<file path="src/logic/dpw_pkg.sv">
// Shared constants and types for the dual pulse-width pin generator.
`default_nettype none
package dpw_pkg;

   // The clock is 25 MHz. The tick is 266.667 ns, which is three ticks every 800 ns.
   localparam int unsigned CLK_PERIOD_PS = 40000;   // System clock period in picoseconds.
   localparam int unsigned TICK_PS       = 266667;  // Period tick in picoseconds.
   localparam int unsigned TICK_NUM      = 3;       // Ticks per prescaler wrap window.
   // Clock cycles per TICK_NUM ticks, rounded to the nearest whole cycle (20).
   localparam int unsigned TICK_DEN      = (TICK_PS * TICK_NUM + CLK_PERIOD_PS / 2) / CLK_PERIOD_PS;
   localparam logic [4:0]  TICK_STEP     = 5'(TICK_NUM);  // Accumulator step per clock.
   localparam logic [4:0]  TICK_WRAP     = 5'(TICK_DEN);  // Accumulator modulus.
   localparam logic [4:0]  TICK_ACC_RST  = 5'h00;         // Accumulator value after reset.

   // Widths and counts.
   localparam int unsigned ADDR_W = 10;  // Register index width.
   localparam int unsigned DATA_W = 16;  // Register data width.
   localparam int unsigned CTL_W  = 9;   // Stored control bits 8:0.
   localparam int unsigned PER_W  = 12;  // Stored period bits 11:0.
   localparam int unsigned NCH    = 2;   // Number of channels.
   localparam int unsigned NPIN   = 32;  // Number of selectable pins.

   // Register indices, as printed.
   localparam logic [9:0] OFF_CH0_CTL  = 10'h3d8;  // pulse_ch0_control.
   localparam logic [9:0] OFF_CH0_HIGH = 10'h3d9;  // pulse_ch0_high_period.
   localparam logic [9:0] OFF_CH0_LOW  = 10'h3da;  // pulse_ch0_low_period.
   localparam logic [9:0] OFF_CH1_CTL  = 10'h3db;  // pulse_ch1_control.
   localparam logic [9:0] OFF_CH1_HIGH = 10'h3dc;  // pulse_ch1_high_period.
   localparam logic [9:0] OFF_CH1_LOW  = 10'h3dd;  // pulse_ch1_low_period.

   // Control field positions.
   localparam int unsigned CMD_MSB = 8;  // Command field top bit.
   localparam int unsigned CMD_LSB = 6;  // Command field bottom bit.
   localparam int unsigned EN_BIT  = 5;  // Enable bit.
   localparam int unsigned PIN_MSB = 4;  // Pin selector top bit (bottom is 0).

   // Values after reset.
   localparam logic [8:0]  CTL_RST    = 9'h000;   // Idle, disabled, pin zero.
   localparam logic [11:0] PERIOD_RST = 12'h001;  // One tick.

   // Command encodings; 001 to 011 are undefined.
   typedef enum logic [2:0] {
      CMD_IDLE    = 3'b000,
      CMD_LOW     = 3'b100,
      CMD_ONESHOT = 3'b101,
      CMD_RUN     = 3'b110,
      CMD_LOW_ALT = 3'b111
   } dpw_cmd_t;

   // Channel sequencer states.
   typedef enum logic [2:0] {
      ST_HOLD   = 3'b000,
      ST_LOW    = 3'b001,
      ST_SHOT   = 3'b010,
      ST_RUN_HI = 3'b011,
      ST_RUN_LO = 3'b100
   } dpw_state_t;

endpackage : dpw_pkg
`default_nettype wire

</file>
<file path="src/logic/dpw_tick.sv">
// Fractional prescaler producing one enable pulse per 266.667 ns tick.
`timescale 1ns/10ps
`default_nettype none
module dpw_tick (
   input  wire logic mclk,    // System clock, 25 MHz.
   input  wire logic arst_n,  // Asynchronous reset, active low.
   output var  logic tick     // One-cycle pulse per tick.
);

   // Accumulator and registered tick pulse.
   typedef struct packed {
      logic [4:0] acc;   // Fractional phase accumulator.
      logic       tick;  // Registered tick pulse.
   } dpw_tick_state_t;

   dpw_tick_state_t s_q;  // Current state.
   dpw_tick_state_t s_d;  // Next state.
   logic [5:0]      sum;  // Accumulator plus step, one bit wider.

   // Adding 3 modulo 20 gives three pulses every 20 clocks; the spacing
   // alternates 7,7,6 cycles, which averages exactly one tick period.
   always_comb begin
      sum    = {1'b0, s_q.acc} + {1'b0, dpw_pkg::TICK_STEP};
      s_d    = s_q;
      s_d.tick = 1'b0;
      if (sum >= {1'b0, dpw_pkg::TICK_WRAP}) begin
         s_d.acc  = 5'(sum - {1'b0, dpw_pkg::TICK_WRAP});
         s_d.tick = 1'b1;
      end else begin
         s_d.acc = sum[4:0];
      end
   end

   // State register.
   always_ff @(posedge mclk or negedge arst_n) begin
      if (!arst_n) begin
         s_q <= '{acc: dpw_pkg::TICK_ACC_RST, tick: 1'b0};
      end else begin
         s_q <= s_d;
      end
   end

   assign tick = s_q.tick;

endmodule : dpw_tick
`default_nettype wire

</file>
<file path="src/logic/dpw_phase.sv">
// Phase length counter: counts a loaded number of ticks and pulses when done.
`timescale 1ns/10ps
`default_nettype none
module dpw_phase (
   input  wire logic        mclk,      // System clock.
   input  wire logic        arst_n,    // Asynchronous reset, active low.
   input  wire logic        load,      // Start a new phase this cycle.
   input  wire logic [11:0] load_val,  // Phase length in ticks.
   input  wire logic        tick,      // Prescaler tick pulse.
   output var  logic        done       // One-cycle pulse at phase end.
);

   // Counter state.
   typedef struct packed {
      logic [11:0] cnt;   // Ticks still to run.
      logic        busy;  // Phase in progress.
      logic        done;  // Registered end pulse.
   } dpw_phase_state_t;

   dpw_phase_state_t s_q;  // Current state.
   dpw_phase_state_t s_d;  // Next state.

   // A load restarts the count even mid-phase; the first tick may come
   // anywhere inside the first tick window, so a phase lasts between
   // N-1 and N tick periods plus a few clocks of pipeline.
   always_comb begin
      s_d      = s_q;
      s_d.done = 1'b0;
      if (load) begin
         s_d.cnt  = load_val;
         s_d.busy = 1'b1;
      end else if (s_q.busy && tick) begin
         if (s_q.cnt <= 12'h001) begin
            s_d.busy = 1'b0;
            s_d.done = 1'b1;
         end else begin
            s_d.cnt = s_q.cnt - 12'h001;
         end
      end
   end

   // State register.
   always_ff @(posedge mclk or negedge arst_n) begin
      if (!arst_n) begin
         s_q <= '{cnt: 12'h000, busy: 1'b0, done: 1'b0};
      end else begin
         s_q <= s_d;
      end
   end

   assign done = s_q.done;

endmodule : dpw_phase
`default_nettype wire

</file>
<file path="src/logic/dpw_top.sv">
// Two-channel pulse-width generator with registers and pin steering.
// How the block works, for the next person to touch it.
//
// Registers. Six words sit at consecutive indices, three per channel: a
// control word, a high period and a low period. Only the defined bits are
// stored. Reserved bits are dropped on write and read back as zero, so a
// careless driver cannot park stray state in them.
//
// Reads. The read data is registered, so a read answers one cycle after the
// index is presented. This keeps the read mux off the output pins' timing
// path. The cost is that a bus master must wait a cycle for its word.
//
// Commands. A control write is stored on the edge that takes it and acted
// on one cycle later. Every control write re-applies its command, even when
// the value is unchanged. Writing the same free-run word twice therefore
// restarts the high phase, which software must keep in mind.
//
// Timing. Both channels share one prescaler, which gives three ticks every
// twenty clocks. Ticks are spaced seven, seven and six clocks apart, so any
// single tick is up to one clock off the ideal. Over three ticks the error
// cancels exactly. The first tick of a freshly loaded phase may fall
// anywhere in its window, so the first phase can run up to one tick short.
// Later phases start right after a tick and run their full length.
//
// Pins. Each enabled channel drives exactly one pin. When both channels
// name the same pin, channel 0 wins and channel 1 is hidden. A disabled
// channel releases its pin but remembers its level, so a later idle command
// resumes from the level it last showed.
//
// Limits. A period of zero is illegal and behaves as one tick. Undefined
// command codes act as idle rather than guessing at a meaning.
`timescale 1ns/10ps
`default_nettype none
module dpw_top (
   input  wire logic        mclk,       // System clock, 25 MHz.
   input  wire logic        arst_n,     // Asynchronous reset, active low.
   input  wire logic [9:0]  reg_addr,   // Register index.
   input  wire logic        reg_wr,     // Write strobe, one cycle.
   input  wire logic [15:0] reg_wdata,  // Write data.
   output var  logic [15:0] reg_rdata,  // Read data for last cycle's index.
   output var  logic [31:0] pin_out,    // Pin output levels.
   output var  logic [31:0] pin_oe      // Pin output enables, high drives.
);

   // All state of this module in one packed record.
   typedef struct packed {
      logic [1:0][8:0]              ctl;    // Control registers.
      logic [1:0][11:0]             hi;     // High period registers.
      logic [1:0][11:0]             lo;     // Low period registers.
      logic [1:0]                   apply;  // Control was written last cycle.
      dpw_pkg::dpw_state_t [1:0]    st;     // Sequencer state per channel.
      logic [1:0]                   lvl;    // Level each channel presents.
      logic [1:0]                   ld;     // Load pulse to phase counter.
      logic [1:0][11:0]             ldv;    // Phase length to load.
      logic [15:0]                  rdata;  // Registered read data.
      logic [31:0]                  pout;   // Registered pin levels.
      logic [31:0]                  poe;    // Registered pin enables.
   } dpw_top_state_t;

   dpw_top_state_t s_q;   // Current state.
   dpw_top_state_t s_d;   // Next state.
   logic           tick;  // Shared tick pulse.
   logic [1:0]     done;  // Phase end pulses.

   // Compares an index with a register offset; used for every decode.
   function automatic logic reg_hit(input logic [9:0] a, input logic [9:0] off);
      reg_hit = (a == off);
   endfunction : reg_hit

   // Control register index of a channel.
   function automatic logic [9:0] ctl_off(input int unsigned ch);
      ctl_off = (ch == 0) ? dpw_pkg::OFF_CH0_CTL : dpw_pkg::OFF_CH1_CTL;
   endfunction : ctl_off

   // High period register index of a channel.
   function automatic logic [9:0] hi_off(input int unsigned ch);
      hi_off = (ch == 0) ? dpw_pkg::OFF_CH0_HIGH : dpw_pkg::OFF_CH1_HIGH;
   endfunction : hi_off

   // Low period register index of a channel.
   function automatic logic [9:0] lo_off(input int unsigned ch);
      lo_off = (ch == 0) ? dpw_pkg::OFF_CH0_LOW : dpw_pkg::OFF_CH1_LOW;
   endfunction : lo_off

   // One prescaler serves both channels so their ticks stay in step.
   dpw_tick u_tick (
      .mclk   (mclk),
      .arst_n (arst_n),
      .tick   (tick)
   );

   // Phase counters, one per channel.
   dpw_phase u_phase0 (
      .mclk     (mclk),
      .arst_n   (arst_n),
      .load     (s_q.ld[0]),
      .load_val (s_q.ldv[0]),
      .tick     (tick),
      .done     (done[0])
   );

   dpw_phase u_phase1 (
      .mclk     (mclk),
      .arst_n   (arst_n),
      .load     (s_q.ld[1]),
      .load_val (s_q.ldv[1]),
      .tick     (tick),
      .done     (done[1])
   );

   // Next-state logic: register writes, read mux, sequencers, pin steering.
   always_comb begin
      logic [2:0] cmd;  // Command field of the channel in hand.
      logic       en;   // Enable bit of the channel in hand.
      logic [4:0] sel;  // Pin selector of the channel in hand.
      cmd = 3'h0;
      en  = 1'b0;
      sel = 5'h00;
      s_d = s_q;

      // Register writes. Only defined bits are stored, so reserved bits
      // read back as zero even if software breaks the write-zero habit.
      for (int unsigned c = 0; c < dpw_pkg::NCH; c++) begin
         s_d.apply[c] = 1'b0;
         if (reg_wr && reg_hit(reg_addr, ctl_off(c))) begin
            s_d.ctl[c]   = reg_wdata[8:0];
            s_d.apply[c] = 1'b1;
         end
         if (reg_wr && reg_hit(reg_addr, hi_off(c))) begin
            s_d.hi[c] = reg_wdata[11:0];
         end
         if (reg_wr && reg_hit(reg_addr, lo_off(c))) begin
            s_d.lo[c] = reg_wdata[11:0];
         end
      end

      // Read mux. Unmapped indices read zero; the answer lands a cycle late.
      s_d.rdata = 16'h0000;
      for (int unsigned c = 0; c < dpw_pkg::NCH; c++) begin
         if (reg_hit(reg_addr, ctl_off(c))) begin
            s_d.rdata = {7'h00, s_q.ctl[c]};
         end
         if (reg_hit(reg_addr, hi_off(c))) begin
            s_d.rdata = {4'h0, s_q.hi[c]};
         end
         if (reg_hit(reg_addr, lo_off(c))) begin
            s_d.rdata = {4'h0, s_q.lo[c]};
         end
      end

      // Channel sequencers. A control write is acted on the cycle after it,
      // when the stored fields already hold the new value.
      for (int unsigned c = 0; c < dpw_pkg::NCH; c++) begin
         cmd       = s_q.ctl[c][dpw_pkg::CMD_MSB:dpw_pkg::CMD_LSB];
         en        = s_q.ctl[c][dpw_pkg::EN_BIT];
         s_d.ld[c] = 1'b0;
         if (!en) begin
            // A disabled channel parks; it keeps its level for a later idle.
            s_d.st[c] = dpw_pkg::ST_HOLD;
         end else if (s_q.apply[c]) begin
            // A fresh command overrides any phase in progress.
            case (cmd)
               dpw_pkg::CMD_IDLE: begin
                  s_d.st[c] = dpw_pkg::ST_HOLD;
               end
               dpw_pkg::CMD_LOW, dpw_pkg::CMD_LOW_ALT: begin
                  s_d.st[c]  = dpw_pkg::ST_LOW;
                  s_d.lvl[c] = 1'b0;
               end
               dpw_pkg::CMD_ONESHOT: begin
                  // Invert the held level; the pulse length is the period
                  // of the level being entered.
                  s_d.st[c]  = dpw_pkg::ST_SHOT;
                  s_d.lvl[c] = ~s_q.lvl[c];
                  s_d.ld[c]  = 1'b1;
                  s_d.ldv[c] = s_q.lvl[c] ? s_q.lo[c] : s_q.hi[c];
               end
               dpw_pkg::CMD_RUN: begin
                  s_d.st[c]  = dpw_pkg::ST_RUN_HI;
                  s_d.lvl[c] = 1'b1;
                  s_d.ld[c]  = 1'b1;
                  s_d.ldv[c] = s_q.hi[c];
               end
               default: begin
                  // Undefined codes are treated as idle, the safest choice.
                  s_d.st[c] = dpw_pkg::ST_HOLD;
               end
            endcase
         end else begin
            case (s_q.st[c])
               dpw_pkg::ST_SHOT: begin
                  if (done[c]) begin
                     s_d.lvl[c] = ~s_q.lvl[c];
                     s_d.st[c]  = dpw_pkg::ST_HOLD;
                  end
               end
               dpw_pkg::ST_RUN_HI: begin
                  // Period values are sampled only at a phase boundary, as here, or on a new command.
                  if (done[c]) begin
                     s_d.lvl[c] = 1'b0;
                     s_d.st[c]  = dpw_pkg::ST_RUN_LO;
                     s_d.ld[c]  = 1'b1;
                     s_d.ldv[c] = s_q.lo[c];
                  end
               end
               dpw_pkg::ST_RUN_LO: begin
                  if (done[c]) begin
                     s_d.lvl[c] = 1'b1;
                     s_d.st[c]  = dpw_pkg::ST_RUN_HI;
                     s_d.ld[c]  = 1'b1;
                     s_d.ldv[c] = s_q.hi[c];
                  end
               end
               dpw_pkg::ST_LOW: begin
                  s_d.lvl[c] = 1'b0;
               end
               default: begin
                  // Hold: no new transitions.
                  s_d.lvl[c] = s_q.lvl[c];
               end
            endcase
         end
      end

      // Pin steering. Channel 0 is applied last, so it wins a shared pin.
      s_d.pout = 32'h0000_0000;
      s_d.poe  = 32'h0000_0000;
      for (int c = dpw_pkg::NCH - 1; c >= 0; c--) begin
         en  = s_q.ctl[c][dpw_pkg::EN_BIT];
         sel = s_q.ctl[c][dpw_pkg::PIN_MSB:0];
         if (en) begin
            s_d.poe[sel]  = 1'b1;
            s_d.pout[sel] = s_q.lvl[c];
         end
      end
   end

   // State register; reset values as the register map gives them.
   always_ff @(posedge mclk or negedge arst_n) begin
      if (!arst_n) begin
         s_q.ctl   <= {dpw_pkg::CTL_RST, dpw_pkg::CTL_RST};
         s_q.hi    <= {dpw_pkg::PERIOD_RST, dpw_pkg::PERIOD_RST};
         s_q.lo    <= {dpw_pkg::PERIOD_RST, dpw_pkg::PERIOD_RST};
         s_q.apply <= 2'h0;
         s_q.st    <= '{dpw_pkg::ST_HOLD, dpw_pkg::ST_HOLD};
         s_q.lvl   <= 2'h0;
         s_q.ld    <= 2'h0;
         s_q.ldv   <= 24'h000000;
         s_q.rdata <= 16'h0000;
         s_q.pout  <= 32'h0000_0000;
         s_q.poe   <= 32'h0000_0000;
      end else begin
         s_q <= s_d;
      end
   end

   // Outputs straight from the state register.
   assign reg_rdata = s_q.rdata;
   assign pin_out   = s_q.pout;
   assign pin_oe    = s_q.poe;

endmodule : dpw_top
`default_nettype wire

</file>
<file path="config.mk">
export PLATFORM = sky130hd
export DESIGN_NAME = dpw_top
export DESIGN_NICKNAME = d
export VERILOG_FILES = /design/src/logic/dpw_pkg.sv /design/src/logic/dpw_tick.sv /design/src/logic/dpw_phase.sv /design/src/logic/dpw_top.sv
export SDC_FILE = /design/constraint.sdc
export NUM_CORES = 1
export LEC_CHECK = 0
export BUFFER_PORTS_ARGS = -buffer_cell sky130_fd_sc_hd__buf_2
export CAP_MARGIN = 20
export CORE_ASPECT_RATIO = 0.75
export CORE_MARGIN = 1
export CORE_UTILIZATION = 40
export CTS_CLUSTER_SIZE = 25
export DETAILED_ROUTE_END_ITERATION = 10
export GPL_TIMING_DRIVEN = 1
export PLACE_DENSITY = 0.69
export SLEW_MARGIN = 0
export SYNTH_ARGS = -nofsm -noshare
export SYNTH_HDL_FRONTEND = slang
export SYNTH_SLANG_ARGS = --single-unit
</file>
<file path="constraint.sdc">
create_clock -name mclk -period 3 [get_ports mclk]
set_input_delay 0.3 -clock mclk [delete_from_list [all_inputs] [get_ports mclk]]
set_output_delay 0.3 -clock mclk [all_outputs]
set_load 0.03 [all_outputs]
</file>
Word level (Yosys, flattened, before mapping)
Index checks and enable logic that the tools add are counted.
- add/subtract/negate cells: 4
- order comparisons: 7
- eq/ne operators: 42
- multiplexer cells: 75
- bitwise logic cells: 4
- reduce and logical (&&, ||, !) cells: 34
- operator list (operator ; number):
    2-to-1 mux 64 bit ; 2
    2-to-1 mux 12 bit ; 10
    case mux 12 bit (2 select lines) ; 4
    2-to-1 mux 16 bit ; 5
    equality test 10 bit, second input constant ; 6
    AND 32 bit ; 1
    bitwise mux 32 bit ; 1
    OR 32 bit ; 1
    equality test 3 bit, second input constant ; 10
    2-to-1 mux 3 bit ; 10
    2-to-1 mux 14 bit ; 2
    2-to-1 mux 13 bit ; 2
    2-to-1 mux 1 bit ; 25
    <= comparator 12 x 1 -> 1 bit, second input constant ; 2
    inequality test 4 x 3 -> 1 bit, second input constant ; 6
    subtractor 12 x 1 -> 12 bit, second input constant ; 2
    inequality test 3 x 2 -> 1 bit, second input constant ; 6
    case mux 3 bit (3 select lines) ; 2
    equality test 3 x 2 -> 1 bit, second input constant ; 4
    < comparator 5 x 6 -> 1 bit, second input constant ; 2
    case mux 2 bit (3 select lines) ; 2
    AND reduction 6 bit ; 2
    OR reduction 2 bit ; 6
    demux 1 bit (select 5 bit) ; 2
    other kinds (22) ; 51
- flip-flop bits (word level): 216
- input port bits: 29
- output and inout bits: 80

Longest topological paths before layout
Gate-level depths: netlist of run 1.
- word-level depth: 8
- depth in mapped cells: 10

Hierarchy
Synthesis of run 1 repeated with hierarchy kept, for this count alone.
- cell total of the unflattened synthesis: 981
- area total of the unflattened synthesis: 10995.5 um^2
- by module, submodules not included (module ; instances ; cells an instance ; area each (um^2) ; sequential area each (um^2)):
    dpw_top ; 1 ; 724 ; 8560.7 ; 4459.3
    dpw_phase ; 2 ; 103 ; 994.7 ; 350.3
    dpw_tick ; 1 ; 51 ; 445.4 ; 150.1

Least setup slack after synthesis of run 1
Ideal clock, no wire load.
- path kind: register to register
- from: register u_phase1.s_q[6] in the netlist's numbering
- to: register u_phase1.s_q[3] in the netlist's numbering
- library setup time: 0.077 ns
- arrival time: 2.018 ns
- required time: 2.923 ns
- path slack: 0.904 ns
- cell stages (with the launch flop): 8
- path buffers: 2
- period minus slack after synthesis: 2.096 ns
- cell sequence: dfrtp_1 > or3_1 > buf_2 > or4_4 > or2_1 > buf_6 > a31o_1 > a21oi_1
- longest elaborated chain between the ends: 3
- RTL lines (element ; line ; source):
    start, declared ; dpw_phase.sv:20 ; dpw_phase_state_t s_q;
    start signal, assigned ; dpw_phase.sv:45 ; s_q <= '{cnt: 12'h000, busy: 1'b0, done: 1'b0};
    <= comparator 12 x 1 -> 1 bit ; dpw_phase.sv:33 ; if (s_q.cnt <= 12'h001) begin
    inequality test 2 bit (no line) ; n/a ;
    AND reduction 2 bit (no line) ; n/a ;
No other way between the ends.
A chain may end at the register's enable or synchronous reset.

Final worst setup path of run 1
- from: register u_phase1.s_q[6] in the netlist's numbering
- to: register u_phase1.s_q[12] in the netlist's numbering
- longest elaborated chain between the ends: 4
- elaborated cells on any way between the ends: 7
- classes of those cells: add/sub: 1; order compare: 1; eq/ne: 1; mux: 3; reduce/logical: 1
- RTL lines (element ; line ; source):
    subtractor 12 x 1 -> 12 bit ; dpw_phase.sv:37 ; s_d.cnt = s_q.cnt - 12'h001;
    2-to-1 mux 12 bit ; dpw_phase.sv:33 ;
    2-to-1 mux 14 bit ; dpw_phase.sv:32 ; end else if (s_q.busy && tick) begin
    2-to-1 mux 13 bit ; dpw_phase.sv:29 ; if (load) begin
Several ways; a longest one is shown, not always the timed one. The select of a mux whose other input is x is not followed.

==> results of run 1 <==
-- final cells by class --
class	count	area, µm²
multi-input cells	624	4150
repair buffers	117	652
inverters	38	143
fillers	2348	13800
well taps	338	423
clock inverters	12	170
flip-flops and latches	212	5310
clock buffers	28	604
-- kinds of logic (layout without fill, tap and decap cells) --
| group | Yosys count | after routing | share of synthesized area |
|---|---|---|---|
| XOR/XNOR | 5 | 5 | 0.00420 |
| flip-flops | 212 | 212 | 0.510 |
| multiplexers | 109 | 109 | 0.123 |
| AO/OA/AOI/OAI | 226 | 226 | 0.132 |
| other | 1 | 4 | 0.000360 |
| adder cells (fa/ha/maj) | 8 | 8 | 0.00961 |
| AND/OR/NAND/NOR | 272 | 272 | 0.128 |
| buffers and inverters | 173 | 195 | 0.0926 |
-- report_power, final --
part / internal (mW) / total (mW) / switching [mW]
clock network: 1.78 / 2.91 / 1.13
logic: 0.0489 / 0.166 / 0.117
registers: 2.87 / 2.89 / 0.0167
-- sequential cells by signal, summed over array words and instances, names as in the netlist --
| name | cells |
|---|---|
| s_q | 102 |
| pin_oe | 32 |
| pin_out | 32 |
| u_phase0.s_q | 13 |
| u_phase1.s_q | 13 |
| reg_rdata | 12 |
| u_tick.s_q | 5 |
| u_phase0.done | 1 |
| u_phase1.done | 1 |
| u_tick.tick | 1 |
-- metal layers --
layer  share of wire  vias to the layer above  track usage
li1                -                     3480            -
met1            0.48                     3711        0.280
met2            0.44                      240        0.272
met3           0.065                       41       0.0334
met4           0.019                        2       0.0403
met5         0.00045                        -            0
-- path summary, 6_finish.rpt --
check,startpoint,to,cells after the start
setup / recovery,u_phase1.s_q[6]$_DFFE_PN0P_,u_phase1.s_q[12]$_DFFE_PN0P_,5
hold / removal,reg_wdata[10],s_q[150]$_DFFE_PN0P_,2
setup reg to reg,u_phase1.s_q[6]$_DFFE_PN0P_,u_phase1.s_q[12]$_DFFE_PN0P_,5
hold reg to reg,u_tick.s_q[1]$_DFF_PN0_,u_tick.s_q[1]$_DFF_PN0_,1
max in group asynchronous,arst_n,s_q[90]$_DFFE_PN0P_,3
min in group asynchronous,arst_n,u_phase1.s_q[11]$_DFFE_PN0P_,2
-- repair_timing --
action / 4_1_cts / 5_1_grt
buffers inserted: 0 / 0
hold endpoints to repair: 65 / 0
hold buffers: 1 / 0
-- cell usage in the layout, fill, tap and decap left out, types with 23 or more instances in the layout --
cell type	count
dfrtp_1	208
buf_2	99
o21ai_0	90
nand2_1	87
mux2_2	66
nor2_1	65
o22ai_1	43
inv_1	37
mux2i_1	34
a21oi_1	26
nand3_1	24
clkbuf_16	23
==> implementation parameters, run 1 <==
Parameter                              Value

Yosys
  Mean area per synthesized cell    10.4 µm²
  Post-synthesis sequential area ratio    0.510
  Flip-flop and latch count after synthesis    212
  Main flop type after synthesis    dfrtp_1
  Number of warning messages in the yosys log    0
  Cell type with the highest aggregate area in the netlist    dfrtp_1
  Number of instances in the synthesized netlist    1006
  Count of cell types in the netlist    62
  Count of flip-flops with a built-in enable after synthesis    0
  Top cell types by occurrence after synthesis    dfrtp_1 (208), o21ai_0 (90), nand2_1 (87), buf_4 (80), mux2_2 (66)
  Largest cells by area after synthesis    dfrtp_1 (50%), mux2_2 (7.1%), buf_4 (5.8%)
  Proportion of netlist area held by the largest area contributor    0.500
  Async SR Flop Fraction    1.00
  Most numerous cell in the Yosys netlist    dfrtp_1
  Cell area after synthesis    10400 µm²

STA
  Relative slew slack    0.503
  Clock tree skew after final layout    0.0272 ns
  Setup ws final    0.703 ns
  Final-layout worst hold slack    0.0688 ns
  Unrepaired setup endpoints after global routing    false
  Final setup violation count    0
  Final-report hold violation count    0
  Number of pins exceeding their max-slew limit in the final report    0
  Maximum clock rate    435 MHz
  Final sum of negative setup slack    0 ns
  Shortest period the worst path allows    2.30 ns
  Worst Max-Slew Pin Slew    0.745 ns
  Share of the clock period used by the worst path after layout    0.766

Clocking
  Number of H-tree levels    1
  Clock input transition at the sequential cells of the worst setup and hold paths    0.06 ns
  Clock insertion delay at the later pin of the skew report    0.52 ns
  Clock tree sinks    212
  Clock buffer depth    3
  CTS Root Buffer Type    clkbuf_16
  CTS Buf Count    23
  Post-cts repair resize count    0
  TritonCTS clock tree    built

Setup path
  Setup crit start kind    flop
  Critical path class    reg -> reg
  Required time at the endpoint of the critical path    ~3.4 ns
  Data arrival at the endpoint of the critical path    2.67 ns
  Crit-path max cell delay    0.53 ns
  Worst setup slack for register-to-register paths    0.70 ns
  Maximum net fanout on the critical path    16
  Worst Setup End Kind    flop
  Cells along the critical path    or3_1, or4_4, o22ai_2, or4_1, nand3_1
  Number of buffer and inverter instances along the worst setup path    0
  Kind of cell adding the most delay to the critical path    simple AND/OR/NAND/NOR gates
  Worst-path cell with the longest stage delay    or4_4

Routing
  Drt wl/cell    17.8 µm
  Routed via count divided by cell count    approximately 5.5
  Total number of vias    7474
  1st-iter DRT viols    722
  Final routed DRC violation total    0
  WL final    24400 µm
  ANT nets after route    0
  Number of detailed-routing iterations run before antenna repair    5

GRT
  Total global routing track utilization    0.184
  Leftover overflow at the end of global routing    0
  Largest net degree at the start of global routing    74
  Initial antenna violation count    1
  Via count of the first global-routing pass    6953
  First-pass GRT wire length    39000 µm

Power and ir drop
  Leak Pwr    5.51 nW
  Power density of the placed cells    around 520 nW/µm²
  Total power consumption of the routed design    ~6 mW
  Worst VDD drop    360 µV

Finish
  Final cell count without fillers    roughly 1400
  Signed area change from the synthesized netlist to the final layout    9.97%
  Core Util, Final    0.453
  Antenna cell count    0
  Post-layout nets    1053
  Final Instance Area    between 10000 and 15000 µm²
  Proportion of layout cells with a drive suffix above 1    0.238

Die
  Die boundary height    between 100 and 150 µm
  Number of rows in the core area    50
  Die boundary width    188 µm
  I/O pin cnt    109
  Initial Utilization    0.412
  Die area    26700 µm²
  Area inside the core boundary    25300 µm²

Placed design
  Half-perimeter wire length after detailed placement    17200 µm
  Placed Instance Area    about 11000 µm²
  Dpl ws    0.607 ns
  Total of buffers placed on input and output ports    100
  Total instance count after detailed placement    1327
  Weighted congestion at the end of routability-driven global placement    0.856

Min path
  Hold WC Path Type    in -> reg

Job
  Max-cap check violation count    0

Outcome
  Outcome    complete, no violations
(Power assumes the default switching activity.)
==> run 2, diff against run 1 <==
--- a/config.mk
+++ b/config.mk
@@ -13,7 +13,7 @@
 export CTS_CLUSTER_SIZE = 25
 export DETAILED_ROUTE_END_ITERATION = 10
 export GPL_TIMING_DRIVEN = 1
-export PLACE_DENSITY = 0.69
+export PLACE_DENSITY = 0.71
 export SLEW_MARGIN = 0
 export SYNTH_ARGS = -nofsm -noshare
 export SYNTH_HDL_FRONTEND = slang
==> constraint.sdc (replaced) <==
create_clock -name mclk -period 2.09 [get_ports mclk]
set_input_delay 0.209 -clock mclk [delete_from_list [all_inputs] [get_ports mclk]]
set_output_delay 0.209 -clock mclk [all_outputs]
set_load 0.03 [all_outputs]
==> run 2 against run 1 <==
Compared with the run above:
- total power is 48% higher
- sequential share of layout area is 1.7 points lower
- final cell count is 3.2% higher
- final area is 3.9% higher
- combinational power is 56% higher
- critical path depth stayed put
- worst hold slack worse by 0.048 ns
- critical path type unchanged
- highest routed layer is now met4
==> implementation parameters, run 2 (synthesized netlist as in run 1, its figures left out) <==
Parameter                              Value

STA
  Final setup violation count    0 (unchanged)
  Final sum of negative setup slack    0 ns (unchanged)
  Final-layout worst hold slack    0.0209 ns (-0.0479 ns)
  Clock tree skew after final layout    0.0281 ns (+0.000977 ns)
  Relative slew slack    0.597 (+0.0944)
  Shortest period the worst path allows    2.01 ns (-0.286 ns)
  Final-report hold violation count    0 (unchanged)
  Share of the clock period used by the worst path after layout    0.962 (+0.196)
  Number of pins exceeding their max-slew limit in the final report    0 (unchanged)
  Worst Max-Slew Pin Slew    0.603 ns (-0.141 ns)
  Maximum clock rate    497 MHz (+14%)

GRT
  Global routing met3 resource utilization    0.0413 (+0.00791)
  Leftover overflow at the end of global routing    0 (unchanged)
  Initial antenna violation count    0 (-1)
  Met1 Use GR    0.277 (-0.00377)
  Largest net degree at the start of global routing    63 (-15%)
  Total global routing track utilization    0.188 (+0.00391)
  First-pass GRT wire length    40100 µm (+3.0%)
  Met2 track demand over resource    0.279 (+0.00680)
  Layer carrying the most global-route usage    met2
  Via count of the first global-routing pass    7497 (+7.8%)

Setup path
  Required time at the endpoint of the critical path    2.53 ns (-0.85 ns)
  Data arrival at the endpoint of the critical path    2.45 ns (-0.22 ns)
  Worst R2R Path Depth    5 (unchanged)
  FF-to-FF Start    u_phase1.s_q[9]$_DFFE_PN0P_
  Critical path class    reg -> reg
  Startpoint of the most critical setup path    u_phase1.s_q[9]$_DFFE_PN0P_
  Setup crit start kind    flop
  Worst Setup End Kind    flop
  Maximum net fanout on the critical path    7 (-9)

Finish
  Signed area change from the synthesized netlist to the final layout    14.2%
  Flip-flop count of the largest register, all copies and words added    102 (unchanged)
  Register with the highest flop count    s_q
  Post-layout nets    1095 (+4.0%)
  Proportion of layout cells with a drive suffix above 1    0.270 (+0.0321)
  Antenna cell count    0 (unchanged)
  Most common library cell in the layout ignoring fill and taps    dfrtp_1
  Commonest non-fill, non-tap cells in the layout    dfrtp_1 (208), buf_2 (99), o21ai_0 (90)

Clocking
  Clock insertion delay at the later pin of the skew report    0.53 ns (about the same)
  CTS Root Buffer Type    clkbuf_16
  TritonCTS clock tree    built
  Clock tree sinks    212 (unchanged)
  CTS Buf Count    23 (unchanged)
  Clock buffer depth    3 (unchanged)
  Number of H-tree levels    1 (unchanged)
  Clock input transition at the sequential cells of the worst setup and hold paths    0.06 ns (about the same)

Die
  Area inside the core boundary    25300 µm² (unchanged)
  Die boundary width    188 µm (unchanged)
  Initial Utilization    0.412 (unchanged)
  Die boundary height    142 µm (unchanged)
  Number of rows in the core area    50 (unchanged)
  I/O pin cnt    109 (unchanged)
  Die area    26700 µm² (unchanged)

Outcome
  Outcome    complete, no violations

Power and ir drop
  Worst VDD drop    526 µV (+46%)
  Net switching fraction of the power    0.211 (-0.000483)
  Leak Pwr    5.77 nW (+4.6%)
  Power density of the placed cells    741 nW/µm² (+42%)
  Internal power    6.96 mW (+48%)
  Total power consumption of the routed design    8.82 mW (+48%)
  Clk network pwr share    0.501 (+0.013)
  Fraction of power consumed by sequential logic    0.470 (-0.015)
  Comb pwr share    0.029 (about the same)
  Switching power    1.87 mW (+48%)

Routing
  Number of detailed-routing iterations run before antenna repair    5 (unchanged)
  WL final    25000 µm (+2.6%)
  Total number of vias    7658 (+2.5%)
  Routed via count divided by cell count    5.42 (-0.73%)
  1st-iter DRT viols    595 (-18%)
  ANT nets after route    0 (unchanged)
  Drt wl/cell    17.7 µm (-0.64%)
  Final routed DRC violation total    0 (unchanged)

Job
  Max-cap check violation count    0 (unchanged)

Placed design
  Half-perimeter wire length after detailed placement    17700 µm (+2.7%)
  Weighted congestion at the end of routability-driven global placement    0.887 (+3.7%)
  Total of buffers placed on input and output ports    100 (unchanged)

Min path
  Hold WC Path Type    in -> reg
  Worst hold path startpoint    reg_wdata[3]
  Worst Hold Path Cells    2 (unchanged)
## run 2: changes by cell type in the layout (fill, tap and decap cells not counted), sizes merged
cell / before / now
dlygate4sd3: 1 / 5
clkinvlp: 1 / 0
clkbuf: 29 / 36
clkinv: 7 / 3
buf: 115 / 153
## run 2: path summary, 6_finish.rpt
kind / endpoint / slack (ns)
worst min-delay path: s_q[119]$_DFFE_PN0P_ / 0.02
worst max-delay path: u_phase1.s_q[3]$_DFFE_PN0P_ / 0.08
max in group asynchronous: pin_oe[1]$_DFF_PN0_ / 1.10
worst max register to register: u_phase1.s_q[3]$_DFFE_PN0P_ / 0.08
min in group asynchronous: u_phase1.s_q[1]$_DFFE_PN0P_ / 0.22
worst min register to register: u_tick.s_q[1]$_DFF_PN0_ / 0.47
## run 2: final cells by class
class	count	area, µm²
fillers	2346	13400
flip-flops and latches	212	5310
repair buffers	159	1000
clock inverters	7	150
clock buffers	35	681
inverters	38	143
well taps	338	423
multi-input cells	624	4190
## run 2: critical path, stage by stage, from the launching register on
cell and delay [ns]:
dfrtp_1 0.37, or3_1 0.41, or4_4 0.51, or2_4 0.30
a31o_1 0.21, a21oi_1 0.13
## run 2: metal layers
layer / wire length [µm] / vias to the layer above
met3: 1710 / 43
met5: 0 / -
met2: 11000 / 233
li1: - / 3570
met4: 550 / 0
met1: 11800 / 3812
## run 2: what timing repair did
| item | 4_1_cts | 5_1_grt |
|---|---|---|
| setup buffers | 0 | 1 |
| hold endpoints to repair | 62 | 0 |
| hold buffers | 5 | 0 |
| endpoints found under the setup margin | 1 | 4 |
| resized for setup | 1 | 7 |
| pin swaps | 0 | 2 |
## run 2: through the flow
stage                     setup slack, ns  area, µm²  std cells   util
after floorplan                   0.00857      10400       1009      -
after global placement             0.0542      11000       1365  0.434
after detailed placement           0.0188      11000       1365  0.434
after CTS                          0.0118      11900       1412  0.469
after global routing              -0.0102      11900       1413  0.471
final                              0.0792      11900       1413  0.471
## run 2: power groups by stage
stage / registers [mW] / logic [mW] / clock network (mW)
2_1_floorplan: 4.21 / 0.0973 / 0
3_3_place_gp: 4.22 / 0.251 / 0
3_5_place_dp: 4.22 / 0.256 / 0
4_1_cts: 4.14 / 0.265 / 4.49
5_1_grt: 4.14 / 0.290 / 4.67
6_report: 4.15 / 0.259 / 4.42
